$ cat src/rtl/lls_regs.svh
// Offsets, field positions and reset values of the LIN/LON register bank.
// Assumes inclusion by the register bank module and the bench.
`ifndef LLS_REGS_SVH
`define LLS_REGS_SVH
// ---------------------------------------------------------------
// Byte addresses
// ---------------------------------------------------------------
`define LLS_ADR_LIN_MODE   32'h40024054
`define LLS_ADR_LIN_ID     32'h40024058
`define LLS_ADR_LIN_BAUD   32'h4002405c
`define LLS_ADR_LON_MODE   32'h40024060
`define LLS_ADR_LON_PRE    32'h40024064
`define LLS_ADR_LON_DL     32'h40024068
`define LLS_ADR_LON_HDR    32'h4002406c
`define LLS_ADR_CTRL       32'h40024100
// ---------------------------------------------------------------
// Field positions
// ---------------------------------------------------------------
`define LLS_LIN_DLM        5
`define LLS_LIN_FRAME_SLOT_OFF      6
`define LLS_LIN_WKTYP      7
`define LLS_LIN_DMA_MODE_UPDATE       16
`define LLS_LIN_SLAVE_SYNC_OFF    17
`define LLS_LON_COMM_TYPE_SEL      0
`define LLS_LON_COLLISION_DETECT_EN     1
`define LLS_LON_END_FRAME_ON_COLLISION       2
`define LLS_LON_IGNORE_TAIL_COLLISIONS     3
`define LLS_LON_DMA_LENGTH_UPDATE       4
`define LLS_LON_COLLISION_SOURCE_SEL       5
`define LLS_CTRL_WRITE_PROTECT_EN      8
`define LLS_CTRL_WAKE      9
// ---------------------------------------------------------------
// Masks and reset values
// ---------------------------------------------------------------
`define LLS_MSK_LIN_MODE   32'h0003ffff
`define LLS_MSK_LON_MODE   32'h00ff003f
`define LLS_RST_ZERO       32'h00000000
`endif

$ cat src/rtl/lls_pkg.sv
// Types shared by the LIN/LON register bank and its users.
// Assumes the engines consume the config bundles as levels.
package lls_pkg;
  typedef enum logic [3:0] {
    LLS_MODE_LON  = 4'b1001,
    LLS_MODE_LINM = 4'b1010,
    LLS_MODE_LINS = 4'b1011
  } lls_mode_t;

  typedef struct packed {
    logic       frame_slot_en;
    logic       slave_sync_en;
    logic       wakeup_lin13;
    logic [1:0] node_action;
    logic [8:0] resp_len;
    logic [7:0] identifier_char;
  } lls_lin_cfg_t;

  typedef struct packed {
    logic        comm_type2;
    logic [13:0] preamble_bit_count;
    logic [8:0]  frame_len;
    logic [7:0]  header;
  } lls_lon_cfg_t;
endpackage

$ cat src/rtl/lls_config_regs.sv
// LIN/LON configuration and status register bank with Avalon-MM slave.
// Assumes a single clock; engine strobes are synchronous one-cycle pulses.
//
// Notes on behaviour
// RL1 - Length from identifier bits 5 and 6
// RL2 - Otherwise length is control field plus one
// RL3 - Frame slot runs when disable bit clear
// RL4 - Wakeup command sends LIN 2.0 or 1.3
// RL5 - DMA writes LIN mode except its flag
// RL6 - Slave sync unless sync-off bit set
// RL7 - Master: identifier writable and transmitted
// RL8 - Slave: identifier read-only, last received
// RL9 - Recovered baud shown after synchronization
// RL10 - Collision detect enable gates collisions
// RL11 - Type 1 terminate on collision option
// RL12 - Type 1 tail collisions ignored option
// RL13 - Comm type bit picks type 1/2
// RL14 - LON DMA mode allows length writes
// RL15 - Collision source external or internal
// RL16 - End of frame after quiet time
// RL17 - Preamble lasts programmed bit times
// RL18 - Frame data length is field plus one
// RL19 - Backlog increment placed in header
// RL20 - Priority and alternate path into header
// RL21 - Write protect blocks protected writes; DMA updates of LIN mode are not blocked
// RL22 - Registers act only in their modes; mode, preamble, length and header registers accept writes in any mode
`include "lls_regs.svh"
module lls_config_regs
(
  input  wire logic                 clk_in,
  input  wire logic                 srst_in,
  input  wire logic [31:0]          avs_address_in,
  input  wire logic                 avs_read_in,
  input  wire logic                 avs_write_in,
  input  wire logic [31:0]          avs_writedata_in,
  output logic [31:0]               avs_readdata_out,
  output logic                      avs_waitrequest_out,
  input  wire logic                 dma_wr_in,
  input  wire logic                 dma_sel_lon_in,
  input  wire logic [31:0]          dma_data_in,
  input  wire logic                 id_rx_vld_in,
  input  wire logic [7:0]           id_rx_in,
  input  wire logic                 sync_done_in,
  input  wire logic [15:0]          divider_in,
  input  wire logic [2:0]           fraction_in,
  input  wire logic                 col_ext_in,
  input  wire logic                 col_int_in,
  input  wire logic                 crc_sent_in,
  input  wire logic                 over_in,
  input  wire logic                 line_in,
  input  wire logic                 bit_tick_in,
  input  wire logic                 preamble_start_in,
  output lls_pkg::lls_lin_cfg_t     lin_cfg_out,
  output lls_pkg::lls_lon_cfg_t     lon_cfg_out,
  output logic                      wakeup_out,
  output logic                      collision_out,
  output logic                      terminate_out,
  output logic                      eof_out,
  output logic                      preamble_active_out
);
  import lls_pkg::*;

  logic [31:0] lin_mode_r;
  logic [7:0]  lin_id_r;
  logic [18:0] baud_r;
  logic [31:0] lon_mode_r;
  logic [13:0] lon_pre_r;
  logic [7:0]  lon_dl_r;
  logic [7:0]  lon_hdr_r;
  logic [3:0]  opmode_r;
  logic        write_protect_en_r;
  logic        ack_r;
  logic [31:0] rdata_r;
  logic        wake_r;
  logic        line_q_r;
  logic [12:0] eof_cnt_r;
  logic        eof_r;
  logic [13:0] pre_cnt_r;
  logic        req;
  logic        wr_ok;
  logic        is_lon;
  logic        is_lin;
  logic        is_mst;
  logic        is_slv;
  logic [12:0] eof_thr;
  logic [8:0]  id_len;
  logic        col_raw;
  logic        col_tail;

  assign is_lon = opmode_r == LLS_MODE_LON;
  assign is_mst = opmode_r == LLS_MODE_LINM;
  assign is_slv = opmode_r == LLS_MODE_LINS;
  assign is_lin = is_mst | is_slv;

  // ---------------------------------------------------------------
  // Avalon-MM slave: one wait state per access
  // ---------------------------------------------------------------
  assign req = avs_read_in | avs_write_in;
  assign avs_waitrequest_out = req & ~ack_r;
  assign wr_ok = avs_write_in & ack_r;
  assign avs_readdata_out = rdata_r;

  always_ff @(posedge clk_in)
  begin
    if (srst_in)
      ack_r <= 1'b0;
    else
      ack_r <= req & ~ack_r;
  end

  always_ff @(posedge clk_in)
  begin
    if (srst_in)
      rdata_r <= `LLS_RST_ZERO;
    else if (avs_read_in & ~ack_r)
    begin
      unique case (avs_address_in)
        `LLS_ADR_LIN_MODE: rdata_r <= lin_mode_r;
        `LLS_ADR_LIN_ID:   rdata_r <= {24'h000000, lin_id_r};
        `LLS_ADR_LIN_BAUD: rdata_r <= {13'h0000, baud_r};
        `LLS_ADR_LON_MODE: rdata_r <= lon_mode_r;
        `LLS_ADR_LON_PRE:  rdata_r <= {18'h00000, lon_pre_r};
        `LLS_ADR_LON_DL:   rdata_r <= {24'h000000, lon_dl_r};
        `LLS_ADR_LON_HDR:  rdata_r <= {24'h000000, lon_hdr_r};
        `LLS_ADR_CTRL:     rdata_r <= {23'h000000, write_protect_en_r, 4'h0, opmode_r};
        default:           rdata_r <= `LLS_RST_ZERO;
      endcase
    end
  end

  // ---------------------------------------------------------------
  // Control: operating mode, protection, wakeup command
  // ---------------------------------------------------------------
  always_ff @(posedge clk_in)
  begin
    if (srst_in)
    begin
      opmode_r <= 4'h0;
      write_protect_en_r   <= 1'b0;
    end
    else if (wr_ok & (avs_address_in == `LLS_ADR_CTRL))
    begin
      opmode_r <= avs_writedata_in[3:0];
      write_protect_en_r   <= avs_writedata_in[`LLS_CTRL_WRITE_PROTECT_EN];
    end
  end

  // RL4 wakeup command pulse
  always_ff @(posedge clk_in)
  begin
    if (srst_in)
      wake_r <= 1'b0;
    else
      wake_r <= wr_ok & (avs_address_in == `LLS_ADR_CTRL) & is_lin &
                avs_writedata_in[`LLS_CTRL_WAKE];
  end
  assign wakeup_out = wake_r;

  // ---------------------------------------------------------------
  // LIN registers
  // ---------------------------------------------------------------
  // RL5 DMA update keeps its flag; RL21 protect
  always_ff @(posedge clk_in)
  begin
    if (srst_in)
      lin_mode_r <= `LLS_RST_ZERO;
    else if (wr_ok & ~write_protect_en_r & (avs_address_in == `LLS_ADR_LIN_MODE))
      lin_mode_r <= avs_writedata_in & `LLS_MSK_LIN_MODE;
    else if (dma_wr_in & ~dma_sel_lon_in & lin_mode_r[`LLS_LIN_DMA_MODE_UPDATE])
    begin
      lin_mode_r <= dma_data_in & `LLS_MSK_LIN_MODE;
      lin_mode_r[`LLS_LIN_DMA_MODE_UPDATE] <= 1'b1;
    end
  end

  // RL7 master write, RL8 slave capture
  always_ff @(posedge clk_in)
  begin
    if (srst_in)
      lin_id_r <= 8'h00;
    else if (is_slv & id_rx_vld_in)
      lin_id_r <= id_rx_in;
    else if (wr_ok & is_mst & (avs_address_in == `LLS_ADR_LIN_ID))
      lin_id_r <= avs_writedata_in[7:0];
  end

  // RL9 capture recovered baud
  always_ff @(posedge clk_in)
  begin
    if (srst_in)
      baud_r <= 19'h00000;
    else if (is_lin & sync_done_in)
      baud_r <= {fraction_in, divider_in};
  end

  // RL1 length code from identifier
  always_comb
  begin
    unique case (lin_id_r[6:5])
      2'b10:   id_len = 9'h004;
      2'b11:   id_len = 9'h008;
      default: id_len = 9'h002;
    endcase
  end

  always_comb
  begin
    lin_cfg_out.node_action     = lin_mode_r[1:0];
    lin_cfg_out.identifier_char = lin_id_r;
    lin_cfg_out.wakeup_lin13    = lin_mode_r[`LLS_LIN_WKTYP];
    // RL3 frame slot in LIN modes
    lin_cfg_out.frame_slot_en   = is_lin & ~lin_mode_r[`LLS_LIN_FRAME_SLOT_OFF];
    // RL6 slave sync enable
    lin_cfg_out.slave_sync_en   = is_slv & ~lin_mode_r[`LLS_LIN_SLAVE_SYNC_OFF];
    // RL2 control field plus one
    lin_cfg_out.resp_len        = lin_mode_r[`LLS_LIN_DLM] ? id_len :
                                  {1'b0, lin_mode_r[15:8]} + 9'h001;
  end

  // ---------------------------------------------------------------
  // LON registers
  // ---------------------------------------------------------------
  // RL21 protected LON mode and preamble
  always_ff @(posedge clk_in)
  begin
    if (srst_in)
    begin
      lon_mode_r <= `LLS_RST_ZERO;
      lon_pre_r  <= 14'h0000;
    end
    else if (wr_ok & ~write_protect_en_r)
    begin
      if (avs_address_in == `LLS_ADR_LON_MODE)
        lon_mode_r <= avs_writedata_in & `LLS_MSK_LON_MODE;
      if (avs_address_in == `LLS_ADR_LON_PRE)
        lon_pre_r <= avs_writedata_in[13:0];
    end
  end

  // RL14 DMA length writes
  always_ff @(posedge clk_in)
  begin
    if (srst_in)
      lon_dl_r <= 8'h00;
    else if (wr_ok & (avs_address_in == `LLS_ADR_LON_DL))
      lon_dl_r <= avs_writedata_in[7:0];
    else if (dma_wr_in & dma_sel_lon_in & lon_mode_r[`LLS_LON_DMA_LENGTH_UPDATE])
      lon_dl_r <= dma_data_in[7:0];
  end

  always_ff @(posedge clk_in)
  begin
    if (srst_in)
      lon_hdr_r <= 8'h00;
    else if (wr_ok & (avs_address_in == `LLS_ADR_LON_HDR))
      lon_hdr_r <= avs_writedata_in[7:0];
  end

  always_comb
  begin
    // RL13 comm type select
    lon_cfg_out.comm_type2         = lon_mode_r[`LLS_LON_COMM_TYPE_SEL];
    lon_cfg_out.preamble_bit_count = lon_pre_r;
    // RL18 data length plus one
    lon_cfg_out.frame_len          = {1'b0, lon_dl_r} + 9'h001;
    // RL19 RL20 header layout
    lon_cfg_out.header             = lon_hdr_r;
  end

  // ---------------------------------------------------------------
  // Collision handling
  // ---------------------------------------------------------------
  // RL15 source select
  assign col_raw  = lon_mode_r[`LLS_LON_COLLISION_SOURCE_SEL] ? col_int_in : col_ext_in;
  // RL12 tail window ignore
  assign col_tail = ~lon_mode_r[`LLS_LON_COMM_TYPE_SEL] & crc_sent_in &
                    lon_mode_r[`LLS_LON_IGNORE_TAIL_COLLISIONS];
  // RL10 RL22 enable gating
  assign collision_out = is_lon & lon_mode_r[`LLS_LON_COLLISION_DETECT_EN] & col_raw &
                         ~col_tail;
  // RL11 terminate in type 1
  assign terminate_out = collision_out & ~lon_mode_r[`LLS_LON_COMM_TYPE_SEL] &
                         lon_mode_r[`LLS_LON_END_FRAME_ON_COLLISION];

  // ---------------------------------------------------------------
  // End of frame detector
  // ---------------------------------------------------------------
  // RL16 quiet time threshold
  assign eof_thr = ({5'h00, lon_mode_r[23:16]} + 13'h0001) <<
                   (over_in ? 13'h0003 : 13'h0004);

  always_ff @(posedge clk_in)
  begin
    if (srst_in)
      line_q_r <= 1'b1;
    else
      line_q_r <= line_in;
  end

  always_ff @(posedge clk_in)
  begin
    if (srst_in | ~is_lon | (line_in ^ line_q_r))
      eof_cnt_r <= 13'h0000;
    else if (eof_cnt_r < eof_thr)
      eof_cnt_r <= eof_cnt_r + 13'h0001;
  end

  // RL16 one pulse per quiet period
  always_ff @(posedge clk_in)
  begin
    if (srst_in)
      eof_r <= 1'b0;
    else
      eof_r <= is_lon & ~(line_in ^ line_q_r) &
               (eof_cnt_r == eof_thr - 13'h0001);
  end
  assign eof_out = eof_r;

  // ---------------------------------------------------------------
  // Preamble timer
  // ---------------------------------------------------------------
  // RL17 bit-time countdown
  always_ff @(posedge clk_in)
  begin
    if (srst_in)
      pre_cnt_r <= 14'h0000;
    else if (preamble_start_in & is_lon)
      pre_cnt_r <= lon_pre_r;
    else if (bit_tick_in & (pre_cnt_r != 14'h0000))
      pre_cnt_r <= pre_cnt_r - 14'h0001;
  end
  assign preamble_active_out = pre_cnt_r != 14'h0000;
endmodule

$ cat config.mk
export PLATFORM = sky130hd
export DESIGN_NAME = lls_config_regs
export DESIGN_NICKNAME = d
export VERILOG_FILES = /design/src/rtl/lls_pkg.sv /design/src/rtl/lls_config_regs.sv
export VERILOG_INCLUDE_DIRS = /design/src /design/src/rtl
export SDC_FILE = /design/constraint.sdc
export NUM_CORES = 1
export LEC_CHECK = 0
export ABC_AREA = 1
export BUFFER_PORTS_ARGS = -buffer_cell sky130_fd_sc_hd__buf_2
export CORE_MARGIN = 1.5
export CORE_UTILIZATION = 54
export CTS_CLUSTER_SIZE = 8
export DETAILED_ROUTE_END_ITERATION = 10
export GPL_ROUTABILITY_DRIVEN = 0
export HOLD_SLACK_MARGIN = 0.1
export PLACE_DENSITY = 0.85
export SYNTH_ARGS = -nofsm -noshare
export SYNTH_HDL_FRONTEND = slang
export SYNTH_SLANG_ARGS = --single-unit
$ cat constraint.sdc
create_clock -name clk_in -period 2.9 [get_ports clk_in]
set_input_delay 0.145 -clock clk_in [delete_from_list [all_inputs] [get_ports clk_in]]
set_output_delay 0.145 -clock clk_in [all_outputs]
set_load 0.05 [all_outputs]
==> results.py <==
metrics = {
    "outcome": {
        "status": "completed",
    },
    "logic_synthesis": {
        "synthesis.yosys.warnings": 0,
        "ys_seq_area_frac": 0.348,
        "synth.cell_area_sq_um": 8560,
        "ys_seq_elements": 149,
        "synthesis.instances": 1297,
        "synth.area.top_cells": "sky130_fd_sc_hd__dfxtp_1 (35%), sky130_fd_sc_hd__nand2_1 (13%), sky130_fd_sc_hd__a21oi_1 (7.9%)",
        "yosysTopAreaCell": "sky130_fd_sc_hd__dfxtp_1",
        "synth.lib_cells_used.distinct": 42,
        "fraction_of_synthesized_cell_area_taken_by_the_top_area_cell_type": 0.348,
        "synth_area_per_inst_sq_um": 6.60,
    },
    "timing": {
        "fmax_ghz": 0.369,
        "slew_headroom": 0.327,
        "hold_viol": 0,
        "layout_min_cycle_time_ns": 2.71,
        "grt_setup_unrepaired": "true",
        "timing.final.setup_violations": 0,
        "holdWs_ns": 0.117,
        "fin_worst_skew_ns": 0.00962,
        "share_of_the_cycle_needed_by_the_critical_path_after_routing": 0.934,
        "worstMarginPinSlew_ns": 1.01,
        "slew_violations": 0,
    },
    "setup_path": {
        "critical_path.startpoint": "lon_mode_r[19]",
        "rr_endpoint": "eof_cnt_r[3]",
        "timing.rr.start": "lon_mode_r[19]",
        "path_class": "register to register",
        "path_max_fanout": 8,
        "critPathCaptureType": "register",
        "ff2ff_setup_slack_ns": 0.19,
        "arr_time_crit_path_ns": 3.07,
        "crit_path_start_kind": "register",
        "worst-endpoint-required_ns": 3.26,
        "worstRegToRegCells": 15,
    },
    "floorplan": {
        "die_h_microns": 129,
        "design.core.area_sq_um": 15400,
        "die_area_sq_um": 16600,
        "chipWidth_microns": 129,
        "std_cell_rows": 45,
        "ios": 230,
        "initial_core_utilization": 0.557,
    },
    "min_path": {
        "worst_hold_path.endpoint": "lin_id_r[1]",
        "worst_min_delay_path_category": "input pin to register",
        "timing.hold.worst.start": "id_rx_in[1]",
        "worstHoldPathCells": 4,
    },
    "global_routing": {
        "gr-usage-all-layers": 0.348,
        "antenna_violations_before_repair": 0,
        "grt_first_pass_wirelength_microns": 45200,
        "globalRoute.totalOverflow": 0,
        "grt_pass1_vias": 9379,
        "grt_max_degree": 86,
    },
    "power_and_ir_drop": {
        "comb_power_share": 0.200,
        "maximum_resistive_drop_on_vdd_uv": 426,
        "switching_part_of_the_total": 0.296,
        "post-layout-total-power_mw": 5.81,
        "cell_internal_pwr_mw": 4.09,
        "leakage_nw": 4.89,
        "clock_power_share": 0.419,
        "power.net_switching_mw": 1.72,
        "seq_power_share": 0.381,
        "pwr_density_cell_nw_per_um2": 539,
    },
    "finish": {
        "post_route_cells_drive_above_1_share": 0.192,
        "multi_input_combinational_cell_area_sq_um": 4740,
        "area_growth_pct": 25.9,
        "layout_commonest_cell": "sky130_fd_sc_hd__nand2_1",
        "fillCellCount": 1255,
        "most_used_cells_in_the_layout_excluding_fill_and_tap_cells": "sky130_fd_sc_hd__nand2_1 (301), sky130_fd_sc_hd__buf_2 (198), sky130_fd_sc_hd__inv_1 (149), sky130_fd_sc_hd__dfxtp_1 (148), sky130_fd_sc_hd__a21oi_1 (135)",
        "final-seq-area_sq_um": 2980,
        "layoutNonFillerInstCount": 1743,
        "finalNetCount": 1676,
        "insertedDiodeCount": 0,
    },
    "cts": {
        "cts_sinks": 149,
        "cts-buffers-inserted": 17,
        "clkSlewWorstSetupHoldPaths_ns": 0.06,
        "clockBufferDepth": 2,
        "cts_tree": "done",
        "cts_htree_levels": 4,
        "cts_root_buf": "sky130_fd_sc_hd__clkbuf_16",
        "worst_skew_pair.late_latency_ns": 0.43,
    },
    "placed_design": {
        "hpwlAfterDp_microns": 19900,
        "dp_cells": 1665,
        "buffers_added_on_ports": 198,
    },
    "routing": {
        "drtIter0Drc": 1172,
        "route.vias.total": 9891,
        "route.final.wire_length_microns": 28800,
        "route.antenna.remaining_nets": 0,
        "detail_route.vias_per_cell": 5.67,
        "drc": 0,
        "avgRoutedWirePerCell_microns": 16.5,
        "detail_route.first_pass.iterations": 7,
    },
    "job": {
        "maxCapViolations": 0,
    },
}
==> synthesized netlist by cell type (all sizes together) <==
| cell type | n |
|---|---|
| xor2 | 25 |
| o211ai | 6 |
| nor3 | 35 |
| nor3b | 1 |
| o21a | 2 |
| buf | 34 |
| o22ai | 4 |
| or2 | 2 |
| xnor2 | 4 |
| clkinv | 1 |
| and3 | 2 |
| mux2 | 13 |
| nor4 | 6 |
| a21oi | 135 |
| o2bb2ai | 2 |
| nand4 | 8 |
| o21bai | 1 |
| o21ai | 128 |
| nand2 | 307 |
| a31oi | 11 |
| dfxtp | 149 |
| conb | 2 |
| clkbuf | 31 |
| nand3b | 3 |
| ha | 18 |
| a21o | 1 |
| inv | 153 |
| nor2 | 105 |
| nand3 | 108 |
==> worst max path at each step <==
| stage | endpoint | slack (ns) | cells past startpoint |
|---|---|---|---|
| 6_report | eof_cnt_r[3] | 0.19 | 15 |
| 3_5_place_dp | eof_cnt_r[0] | 0.08 | 17 |
| 4_1_cts | eof_cnt_r[2] | 0.06 | 17 |
| 2_1_floorplan | eof_cnt_r[11] | 0.40 | 18 |
| 5_1_grt | eof_cnt_r[3] | -0.03 | 17 |
| 3_3_place_gp | eof_cnt_r[0] | 0.20 | 17 |
==> state kept, by name, indices dropped and copies added (netlist names) <==
name                count
opmode_r                4
write_protect_en_r      1
lon_dl_r                8
avs_readdata_out       24
pre_cnt_r              14
lin_mode_r             18
lin_id_r                8
ack_r                   1
wakeup_out              1
eof_cnt_r              13
lon_pre_r              14
lon_hdr_r               8
lon_mode_r             14
line_q_r                1
eof_out                 1
baud_r                 19
==> metrics by stage <==
stage,instance area (sq um),util,setup TNS (ns),worst slack [ns]
6_report,10800,0.701,0,0.192
5_1_grt,10800,0.701,-0.0456,-0.0273
4_1_cts,10700,0.697,0,0.0555
3_5_place_dp,9640,0.627,0,0.0787
3_3_place_gp,9640,0.627,0,0.198
2_1_floorplan,8590,-,0,0.398
==> per-layer routing <==
metal	global-route usage	up-vias	wire, microns
li1	-	4691	-
met1	0.427	4463	11200
met2	0.583	634	13500
met3	0.0748	103	2930
met4	0.165	0	1160
met5	0	-	0
==> kinds of logic after synthesis <==
group / synth area share
DFF: 0.348
AOI/OAI and AO/OA: 0.176
muxes: 0.0171
and+or+nand+nor: 0.296
buffers and inverters: 0.106
other: 0.000877
xor gates and xnor gates: 0.0297
adders and majority gates: 0.0263
==> final cells by class <==
cell class / instances / area share
multi-input combinational: 938 / 0.440
clock buffer: 19 / 0.0402
inverter: 154 / 0.0541
timing repair buffer: 259 / 0.145
sequential: 149 / 0.277
timing repair inverter: 1 / 0.000696
tap: 211 / 0.0245
clock inverter: 12 / 0.0188
==> worst max-delay path, stage by stage, from the launching register on <==
cell and delay [ns]:
sky130_fd_sc_hd__dfxtp_1 0.43, sky130_fd_sc_hd__nand2_1 0.16, sky130_fd_sc_hd__inv_1 0.15, sky130_fd_sc_hd__nand3_1 0.09, sky130_fd_sc_hd__nand2_1 0.09, sky130_fd_sc_hd__nand3_1 0.07, sky130_fd_sc_hd__nand2_1 0.16, sky130_fd_sc_hd__inv_1 0.07
sky130_fd_sc_hd__ha_1 0.29, sky130_fd_sc_hd__a21oi_1 0.15, sky130_fd_sc_hd__o21ai_0 0.11, sky130_fd_sc_hd__nor2_1 0.20, sky130_fd_sc_hd__nand2_4 0.13, sky130_fd_sc_hd__buf_6 0.16, sky130_fd_sc_hd__o21ai_0 0.16, sky130_fd_sc_hd__nor3b_2 0.21
==> power groups by stage <==
stage	Sequential (mW)	Combinational, mW	Clock [mW]
floorplan	2.24	0.840	0
global placement	2.25	1.05	0
detailed placement	2.25	1.08	0
CTS	2.21	1.14	2.42
global route	2.23	1.30	2.52
finish	2.21	1.16	2.43
==> timing repair <==
item / CTS / global route
hold endpoints to repair: 48 / 0
setup endpoints to repair: 0 / 14
resized for setup: 0 / 15
hold buffers: 43 / 0
buffers inserted: 0 / 2
No activity file was read; power rests on OpenSTA's default activity.
